<file path="src/common/fpks_pkg.sv">
package fpks_pkg;

  // register port
  localparam int unsigned ADDR_W       = 8;
  localparam int unsigned DATA_W       = 32;
  localparam logic [7:0]  OFS_CMD      = 8'h00;
  localparam logic [7:0]  OFS_DATA     = 8'h04;
  localparam logic [7:0]  OFS_IR_CTRL  = 8'h08;
  localparam logic [7:0]  OFS_STATUS   = 8'h0C;
  localparam logic [7:0]  OFS_CLEAR    = 8'h10;
  localparam logic [7:0]  OFS_ENABLE   = 8'h14;
  localparam logic [7:0]  OFS_LIVE     = 8'h18;
  localparam logic [7:0]  OFS_STATE    = 8'h1C;

  // commands
  localparam logic [7:0]  CMD_READ_RAM = 8'h60;
  localparam logic [7:0]  CMD_CLR_IRQ  = 8'hE0;

  // emitter control values
  localparam logic [7:0]  IR_OFF_VAL   = 8'h00;
  localparam logic [7:0]  IR_ON_VAL    = 8'h01;

  // sensor layout
  localparam int unsigned KEY_N        = 10;
  localparam int unsigned ROW_N        = 22;
  localparam int unsigned RAM_BYTES    = 8;
  localparam int unsigned RAM_W        = RAM_BYTES * 8;
  localparam int unsigned PTR_W        = 4;
  localparam int unsigned KEY_POS      = 0;
  localparam int unsigned ROW_POS      = 16;

  // hard key bit positions
  localparam int unsigned KEY_RUN_STOP = 0;
  localparam int unsigned KEY_AUTOSET  = 1;
  localparam int unsigned KEY_HARDCOPY = 2;
  localparam int unsigned KEY_ENH_ACC  = 3;
  localparam int unsigned KEY_WAVEFORM = 4;
  localparam int unsigned KEY_TRIGGER  = 5;
  localparam int unsigned KEY_MEASURE  = 6;
  localparam int unsigned KEY_STORE    = 7;
  localparam int unsigned KEY_UTILITY  = 8;
  localparam int unsigned KEY_TOUCH    = 9;

  // event bits
  localparam int unsigned EVT_N        = 3;
  localparam int unsigned EVT_CHANGE   = 0;
  localparam int unsigned EVT_DUMP     = 1;
  localparam int unsigned EVT_BAD_CMD  = 2;

  // emitter line reset value and priming cycle count
  localparam logic        IR_DIS_N_RST = 1'b1;
  localparam logic [1:0]  PRIME_CYC    = 2'h3;

  typedef enum logic [1:0] {
    ST_IDLE = 2'b01,
    ST_DUMP = 2'b10
  } fpks_state_t;

endpackage

</file>
<file path="src/core/fpks_sync.sv">
module fpks_sync
  import fpks_pkg::*;
#(
  parameter int unsigned W = 1
) (
  input  wire logic         clk_i,
  input  wire logic         rst_n_i,
  input  wire logic [W-1:0] d_i,
  output logic      [W-1:0] q_o
);

  logic [W-1:0] meta_reg;
  logic [W-1:0] meta_next;
  logic [W-1:0] hold_reg;
  logic [W-1:0] hold_next;

  // first stage feeds only the second stage
  always_comb begin
    meta_next = d_i;
    hold_next = meta_reg;
  end

  always_ff @(posedge clk_i or negedge rst_n_i) begin
    if (!rst_n_i) begin
      meta_reg <= '0;
      hold_reg <= '0;
    end else begin
      meta_reg <= meta_next;
      hold_reg <= hold_next;
    end
  end

  assign q_o = hold_reg;

endmodule // fpks_sync

</file>
<file path="src/core/fpks_evt.sv">
module fpks_evt
  import fpks_pkg::*;
(
  input  wire logic             clk_i,
  input  wire logic             rst_n_i,
  input  wire logic [EVT_N-1:0] evt_i,
  input  wire logic             clr_wr_i,
  input  wire logic             en_wr_i,
  input  wire logic [EVT_N-1:0] wdata_i,
  output logic      [EVT_N-1:0] status_o,
  output logic      [EVT_N-1:0] enable_o,
  output logic                  irq_o
);

  logic [EVT_N-1:0] status_reg;
  logic [EVT_N-1:0] status_next;
  logic [EVT_N-1:0] enable_reg;
  logic [EVT_N-1:0] enable_next;

  always_comb begin
    status_next = status_reg;
    enable_next = enable_reg;
    if (clr_wr_i) begin
      status_next = status_reg & ~wdata_i;
    end
    // a new event beats a clear in the same cycle
    status_next = status_next | evt_i;
    if (en_wr_i) begin
      enable_next = wdata_i;
    end
  end

  always_ff @(posedge clk_i or negedge rst_n_i) begin
    if (!rst_n_i) begin
      status_reg <= '0;
      enable_reg <= '0;
    end else begin
      status_reg <= status_next;
      enable_reg <= enable_next;
    end
  end

  assign status_o = status_reg;
  assign enable_o = enable_reg;
  assign irq_o    = |(status_reg & enable_reg);

endmodule // fpks_evt

</file>
<file path="src/core/fpks_top.sv">
// Operation
// - writing 00 to emitter control drives disable line low, emitters off
// - writing 01 to emitter control drives disable line high, emitters on
// - command 60h makes eight following data reads return RAM bytes
// - command E0h clears the pending front panel interrupt
// - request output feeds interrupt input 4, low when none pending
// - any change of sensor RAM contents raises a front panel interrupt
// - ten hard key bits, 1 while key open, 0 while closed
// - key bits 0..9 are run/stop through touch panel on/off, in order
// - twenty-two infrared row receptor states are reflected in sensor RAM
// - row bit reads 1 when its emitter is not sensed, 0 when sensed
//
// The register offsets and the address-and-strobe port were decided locally.
module fpks_top
  import fpks_pkg::*;
(
  input  wire logic              MCLK_I,
  input  wire logic              RSTN_I,
  input  wire logic [ADDR_W-1:0] ADDR_I,
  input  wire logic [DATA_W-1:0] WDATA_I,
  input  wire logic              WR_I,
  input  wire logic              RD_I,
  output logic      [DATA_W-1:0] RDATA_O,
  input  wire logic [KEY_N-1:0]  HARD_KEY_OPEN_I,
  input  wire logic [ROW_N-1:0]  ROW_UNSENSED_I,
  output logic                   INFRARED_EMITTER_DISABLE_N_O,
  output logic                   FRONT_PANEL_REQUEST_INPUT_O,
  output logic                   IRQ_O
);

  // synchronised sensor pins
  logic [KEY_N-1:0] key_sync;
  logic [ROW_N-1:0] row_sync;

  // live sensor RAM image
  logic [RAM_W-1:0] ram_live;

  // change detection
  logic [RAM_W-1:0] ram_prev_reg;
  logic [RAM_W-1:0] ram_prev_next;
  logic [1:0]       prime_reg;
  logic [1:0]       prime_next;
  logic             primed;
  logic             ram_changed;

  // front panel request
  logic             pend_reg;
  logic             pend_next;

  // emitter control
  logic             ir_dis_n_reg;
  logic             ir_dis_n_next;

  // dump sequence
  fpks_state_t      state_reg;
  fpks_state_t      state_next;
  logic [RAM_W-1:0] snap_reg;
  logic [RAM_W-1:0] snap_next;
  logic [PTR_W-1:0] ptr_reg;
  logic [PTR_W-1:0] ptr_next;
  logic [7:0]       last_cmd_reg;
  logic [7:0]       last_cmd_next;

  // read data
  logic [DATA_W-1:0] rdata_reg;
  logic [DATA_W-1:0] rdata_next;

  // bus decode
  logic             wr_cmd;
  logic             wr_ir;
  logic             wr_clr;
  logic             wr_en;
  logic             rd_data;
  logic             cmd_read;
  logic             cmd_clear;
  logic             cmd_bad;
  logic             dump_last;
  logic [7:0]       data_byte;

  // events
  logic [EVT_N-1:0] evt;
  logic [EVT_N-1:0] evt_status;
  logic [EVT_N-1:0] evt_enable;

  fpks_sync #(
    .W (KEY_N)
  ) u_key_sync (
    .clk_i   (MCLK_I),
    .rst_n_i (RSTN_I),
    .d_i     (HARD_KEY_OPEN_I),
    .q_o     (key_sync)
  );

  fpks_sync #(
    .W (ROW_N)
  ) u_row_sync (
    .clk_i   (MCLK_I),
    .rst_n_i (RSTN_I),
    .d_i     (ROW_UNSENSED_I),
    .q_o     (row_sync)
  );

  // key bit k sits at RAM bit k, row bit r at RAM bit 16+r; rest reads zero
  always_comb begin
    ram_live = '0;
    ram_live[KEY_POS +: KEY_N] = key_sync;
    ram_live[ROW_POS +: ROW_N] = row_sync;
  end

  // decode
  always_comb begin
    wr_cmd    = WR_I && (ADDR_I == OFS_CMD);
    wr_ir     = WR_I && (ADDR_I == OFS_IR_CTRL);
    wr_clr    = WR_I && (ADDR_I == OFS_CLEAR);
    wr_en     = WR_I && (ADDR_I == OFS_ENABLE);
    rd_data   = RD_I && (ADDR_I == OFS_DATA);
    cmd_read  = wr_cmd && (WDATA_I[7:0] == CMD_READ_RAM);
    cmd_clear = wr_cmd && (WDATA_I[7:0] == CMD_CLR_IRQ);
    cmd_bad   = wr_cmd && !cmd_read && !cmd_clear;
  end

  // change detection; sync chain plus previous image need three edges to
  // fill after reset, so comparing before then would fire a false change
  always_comb begin
    prime_next    = prime_reg;
    ram_prev_next = ram_live;
    primed        = (prime_reg == PRIME_CYC);
    if (!primed) begin
      prime_next = prime_reg + 2'h1;
    end
    ram_changed = primed && (ram_live != ram_prev_reg);
  end

  always_ff @(posedge MCLK_I or negedge RSTN_I) begin
    if (!RSTN_I) begin
      prime_reg    <= '0;
      ram_prev_reg <= '0;
    end else begin
      prime_reg    <= prime_next;
      ram_prev_reg <= ram_prev_next;
    end
  end

  // pending request: set by change, held until clear command
  always_comb begin
    pend_next = pend_reg;
    if (cmd_clear) begin
      pend_next = 1'b0;
    end
    if (ram_changed) begin
      pend_next = 1'b1;
    end
  end

  always_ff @(posedge MCLK_I or negedge RSTN_I) begin
    if (!RSTN_I) begin
      pend_reg <= 1'b0;
    end else begin
      pend_reg <= pend_next;
    end
  end

  assign FRONT_PANEL_REQUEST_INPUT_O = pend_reg;

  // emitter control; other values leave the line alone
  always_comb begin
    ir_dis_n_next = ir_dis_n_reg;
    if (wr_ir && (WDATA_I[7:0] == IR_OFF_VAL)) begin
      ir_dis_n_next = 1'b0;
    end else if (wr_ir && (WDATA_I[7:0] == IR_ON_VAL)) begin
      ir_dis_n_next = 1'b1;
    end
  end

  always_ff @(posedge MCLK_I or negedge RSTN_I) begin
    if (!RSTN_I) begin
      ir_dis_n_reg <= IR_DIS_N_RST;
    end else begin
      ir_dis_n_reg <= ir_dis_n_next;
    end
  end

  assign INFRARED_EMITTER_DISABLE_N_O = ir_dis_n_reg;

  // dump sequence: snapshot keeps the eight bytes coherent even while
  // sensors move during the reads
  always_comb begin
    dump_last = (ptr_reg == PTR_W'(RAM_BYTES - 1));
    data_byte = snap_reg[{ptr_reg[2:0], 3'b000} +: 8];
  end

  always_comb begin
    state_next    = state_reg;
    snap_next     = snap_reg;
    ptr_next      = ptr_reg;
    last_cmd_next = last_cmd_reg;
    if (wr_cmd) begin
      last_cmd_next = WDATA_I[7:0];
    end
    unique case (state_reg)
      ST_IDLE: begin
        if (cmd_read) begin
          state_next = ST_DUMP;
          snap_next  = ram_live;
          ptr_next   = '0;
        end
      end
      ST_DUMP: begin
        if (cmd_read) begin
          snap_next = ram_live;
          ptr_next  = '0;
        end else if (rd_data) begin
          ptr_next = ptr_reg + PTR_W'(1);
          if (dump_last) begin
            state_next = ST_IDLE;
          end
        end
      end
      default: begin
        state_next = ST_IDLE;
      end
    endcase
  end

  always_ff @(posedge MCLK_I or negedge RSTN_I) begin
    if (!RSTN_I) begin
      state_reg    <= ST_IDLE;
      snap_reg     <= '0;
      ptr_reg      <= '0;
      last_cmd_reg <= '0;
    end else begin
      state_reg    <= state_next;
      snap_reg     <= snap_next;
      ptr_reg      <= ptr_next;
      last_cmd_reg <= last_cmd_next;
    end
  end

  // events into the status block
  always_comb begin
    evt              = '0;
    evt[EVT_CHANGE]  = ram_changed;
    evt[EVT_DUMP]    = (state_reg == ST_DUMP) && rd_data && dump_last
                       && !cmd_read;
    evt[EVT_BAD_CMD] = cmd_bad;
  end

  fpks_evt u_evt (
    .clk_i    (MCLK_I),
    .rst_n_i  (RSTN_I),
    .evt_i    (evt),
    .clr_wr_i (wr_clr),
    .en_wr_i  (wr_en),
    .wdata_i  (WDATA_I[EVT_N-1:0]),
    .status_o (evt_status),
    .enable_o (evt_enable),
    .irq_o    (IRQ_O)
  );

  // read data valid only in the cycle after the strobe
  always_comb begin
    rdata_next = '0;
    if (RD_I) begin
      unique case (ADDR_I)
        OFS_CMD: begin
          rdata_next[7:0] = last_cmd_reg;
        end
        OFS_DATA: begin
          if (state_reg == ST_DUMP) begin
            rdata_next[7:0] = data_byte;
          end
        end
        OFS_IR_CTRL: begin
          rdata_next[0] = ir_dis_n_reg;
        end
        OFS_STATUS: begin
          rdata_next[EVT_N-1:0] = evt_status;
        end
        OFS_ENABLE: begin
          rdata_next[EVT_N-1:0] = evt_enable;
        end
        OFS_LIVE: begin
          rdata_next[KEY_N-1:0]          = key_sync;
          // only rows 0..15 fit beside the keys in one word
          rdata_next[ROW_POS +: 16]      = row_sync[15:0];
        end
        OFS_STATE: begin
          rdata_next[0]                  = pend_reg;
          rdata_next[1]                  = (state_reg == ST_DUMP);
          rdata_next[4 +: PTR_W]         = ptr_reg;
        end
        default: begin
          rdata_next = '0;
        end
      endcase
    end
  end

  always_ff @(posedge MCLK_I or negedge RSTN_I) begin
    if (!RSTN_I) begin
      rdata_reg <= '0;
    end else begin
      rdata_reg <= rdata_next;
    end
  end

  assign RDATA_O = rdata_reg;

endmodule // fpks_top

</file>
<file path="config.mk">
export PLATFORM = sky130hd
export DESIGN_NAME = fpks_top
export DESIGN_NICKNAME = d
export VERILOG_FILES = /design/src/common/fpks_pkg.sv /design/src/core/fpks_sync.sv /design/src/core/fpks_evt.sv /design/src/core/fpks_top.sv
export SDC_FILE = /design/constraint.sdc
export NUM_CORES = 1
export LEC_CHECK = 0
export BUFFER_PORTS_ARGS = -buffer_cell sky130_fd_sc_hd__buf_4
export CORE_ASPECT_RATIO = 1.1
export CORE_UTILIZATION = 45
export CTS_CLUSTER_DIAMETER = 150
export DETAILED_ROUTE_END_ITERATION = 8
export PLACE_DENSITY = 0.68
export SYNTH_ARGS = -nofsm -noshare
export SYNTH_HDL_FRONTEND = slang
export SYNTH_SLANG_ARGS = --single-unit
export TNS_END_PERCENT = 1
</file>
<file path="constraint.sdc">
create_clock -name MCLK_I -period 1.6 [get_ports MCLK_I]
set_input_delay 0.24 -clock MCLK_I [delete_from_list [all_inputs] [get_ports MCLK_I]]
set_output_delay 0.24 -clock MCLK_I [all_outputs]
set_load 0.01 [all_outputs]
</file>
==> run summary <==
Pre-antenna DRT Iters -> 4
critical path startpoint category -> input port
startpoint-to-endpoint class of the critical path -> in2reg
placed wire-length estimate -> 9930 µm
top flip-flop cell by instance count after synthesis -> dfrtp_1
summed negative setup slack over all endpoints -> -2.33 ns
share of synthesized area spent on multiplexers -> 0.117
Place WS -> -0.549 ns
Syn Inst Count -> 468
average footprint of a synthesized cell -> 14.5 µm²
core area -> 14600 µm²
CP Max Fanout -> 12
# nets final -> 739
share of layout cells above drive strength 1 -> 0.382
RSZ-0062 raised after global routing -> true
initial antenna violation count -> 0
violations in the final reports -> setup timing
largest net degree at the start of global routing -> 67
number of vias per cell after detailed routing -> 5.00
proportion of total power due to net switching -> 0.220
number of enable flip-flop cells after synthesis -> 0
power density over the cells -> 1040 nW/µm²
leakage power -> 0.00427 µW
Highest Clock Rate -> 594 MHz
unique cell type count in the Yosys netlist -> 53
required arrival time at the worst endpoint -> 1.91 ns
most common cell in the synthesized netlist -> dfrtp_1
count of synthesis-stage warnings from yosys -> 0
number of clock sinks -> 178
wire length of the first global-routing pass -> 23200 µm
power after layout -> 9550 µW
Die X -> 119 µm
worst skew pair latency -> 0.42 ns
finished layout cell area -> 9160 µm²
total count of max-transition violations in the final report -> 0
Area growth syn-to-layout -> 34.6%
y dimension of the die -> 131 µm
cell-by-cell listing of the critical path -> buf_6 > or4_4 > nor3_4 > nand4b_4 > nor2_8 > buf_12 > mux2_4
total clock buffers created by CTS -> 17
combined flip-flop and latch cell area -> 4460 µm²
status -> finished with violations
Register-to-Register Path Depth -> 5
total internal power -> 7450 µW
DRT antenna net count -> 0
simple-gate portion of the synthesized area -> 0.0936
final worst setup slack -> -0.0845 ns
share of the clock period used by the worst path -> 1.05
Hold Path Stages -> 2
total buffers and inverters traversed by the critical path -> 2
clock network fraction of total power -> 0.446
total die area -> 15600 µm²
list of most frequent post-synthesis cells -> dfrtp_1 (176), xnor2_1 (33), mux2_4 (30), nand2_1 (19), and2_1 (18)
I/O pin count -> 111
Port Buf Inserts -> 80
total cell area at the placement stage -> 8150 µm²
gr ovfl total -> 0
Vias -> 4315
CTS tree -> built
synthesized area -> 6800 µm²
minimum clock period -> 1.68 ns
Worst Skew -> 0.00718 ns
cell with the largest stage delay on the worst path -> or4_4
data arrival time of the critical path -> 1.99 ns
maximum vdd ir drop -> 0.821 mV
fraction of synthesized cell area taken by the top area cell type -> 0.647
largest stage delay on the critical path -> 0.56 ns
dominant combinational cell family by area after synthesis -> multiplexers
starting density of the core -> 0.465
Register-to-Register Setup Slack -> -0.05 ns
count of fill cells added during filler insertion -> 1160
Max-Cap Viols -> 0
Compound-Gate Fraction of Synth Area -> 0.0555
root buffer cell -> clkbuf_16
Synth async-reset ratio -> 1.00
net switching power -> 2110 µW
register share of total power -> 0.494
post-route DRC violation count -> 0
final wirelength -> 14200 µm
share of power burned in combinational logic -> 0.061
antenna fix cells -> 0
largest area contributor in the synthesized netlist -> dfrtp_1
deepest level of the CTS H-tree -> 4
CP top delay family -> simple AND/OR/NAND/NOR gates
weighted congestion reported at the end of routability-driven placement -> 0.846
fraction of the mapped netlist area in adder cells -> 0.00736
global-route usage over all layers -> 0.200
share of synthesized area occupied by flip-flops and latches -> 0.655
Min-Delay Path Class -> in2reg
number of core rows -> 46
critical path depth in cells -> 7
detail-routed net length per standard cell -> 16.5 µm
total count of hold-check failures in the final report -> 0
type of element capturing the critical path -> register
post-synthesis sequential element count -> 178
count of routing violations after the opening detailed-route iteration -> 218
via count of the first global-routing pass -> 4514
area used by multi-input combinational logic -> 2240 µm²
Final Setup Violations -> 35
maximum buffer depth of the clock tree -> 2
Clock transition at path regs -> 0.07 ns
area share of xor/xnor cells in the synthesized design -> 0.0438
most area-consuming cells after synthesis -> dfrtp_1 (65%), mux2_4 (6.6%), xnor2_1 (4.2%), mux2_2 (2.6%), mux2i_1 (1.8%)
==> repair_timing <==
action	4_1_cts	5_1_grt
hold buffers	33	0
hold endpoints to repair	208	0
gates resized for setup	7	7
setup endpoints to repair	38	46
pin swaps	5	7
setup buffers	2	0
==> area by class of cell <==
type,instances,share of cell area
Sequential cell,178,0.487
Multi-Input combinational cell,266,0.244
Timing Repair Buffer,190,0.174
Clock buffer,19,0.0473
Tap cell,192,0.0262
Clock inverter,12,0.0184
Inverter,6,0.00246
==> worst paths after layout <==
path,endpoint,from
min in group asynchronous,u_row_sync.hold_next[3],RSTN_I
worst min-delay path,last_cmd_reg[3],WDATA_I[3]
max in group asynchronous,INFRARED_EMITTER_DISABLE_N_O,RSTN_I
worst max register to register,snap_reg[27],state_reg[0]
worst max-delay path,snap_reg[27],WDATA_I[1]
worst min register to register,u_row_sync.q_o[15],u_row_sync.hold_next[15]
==> worst reg2reg max path, stage by stage (launching register included) <==
cell and delay (ns):
dfstp_2 0.54, inv_1 0.07, ha_4 0.24, nor2_8 0.19, buf_12 0.18, mux2_4 0.31
==> routing by layer <==
metal / part of all wire / vias to the layer above / GRT usage
met4: 0.024 / 0 / 0.0834
met5: 0 / - / 0
li1: - / 2005 / -
met2: 0.50 / 96 / 0.336
met3: 0.037 / 31 / 0.0521
met1: 0.44 / 2183 / 0.248
==> cell families after synthesis <==
group | Yosys count
buffers and inverters | 29
adder cells (fa/ha/maj) | 4
XOR/XNOR | 34
other | 1
multiplexers | 60
flip-flops | 178
AO/OA/AOI/OAI | 55
AND/OR/NAND/NOR | 107
==> through the flow <==
stage	utilization	cells	hold WS (ns)
3_3_place_gp	0.557	797	0.0540
5_1_grt	0.626	863	0.0257
3_5_place_dp	0.557	797	0.0534
4_1_cts	0.624	863	0.0237
2_1_floorplan	-	473	-0.0556
6_report	0.626	863	0.0410
==> placed cells by master (no fill, tap or decap), types with 14 or more instances in the layout <==
master and n:
dfrtp_1 174, mux2_2 16, nand2_1 18, buf_4 148
xnor2_1 31, and2_1 18, mux2_4 30, o21ai_0 14
clkbuf_16 17, dlygate4sd3_1 33, nor2_1 15
==> power by group through the flow <==
stage	sequential, µW	clock [µW]	combinational, µW
CTS	4710	4350	588
global placement	4790	0	506
detailed placement	4800	0	516
global route	4730	4510	640
finish	4710	4260	581
floorplan	4790	0	164
(Power assumes the default switching activity.)
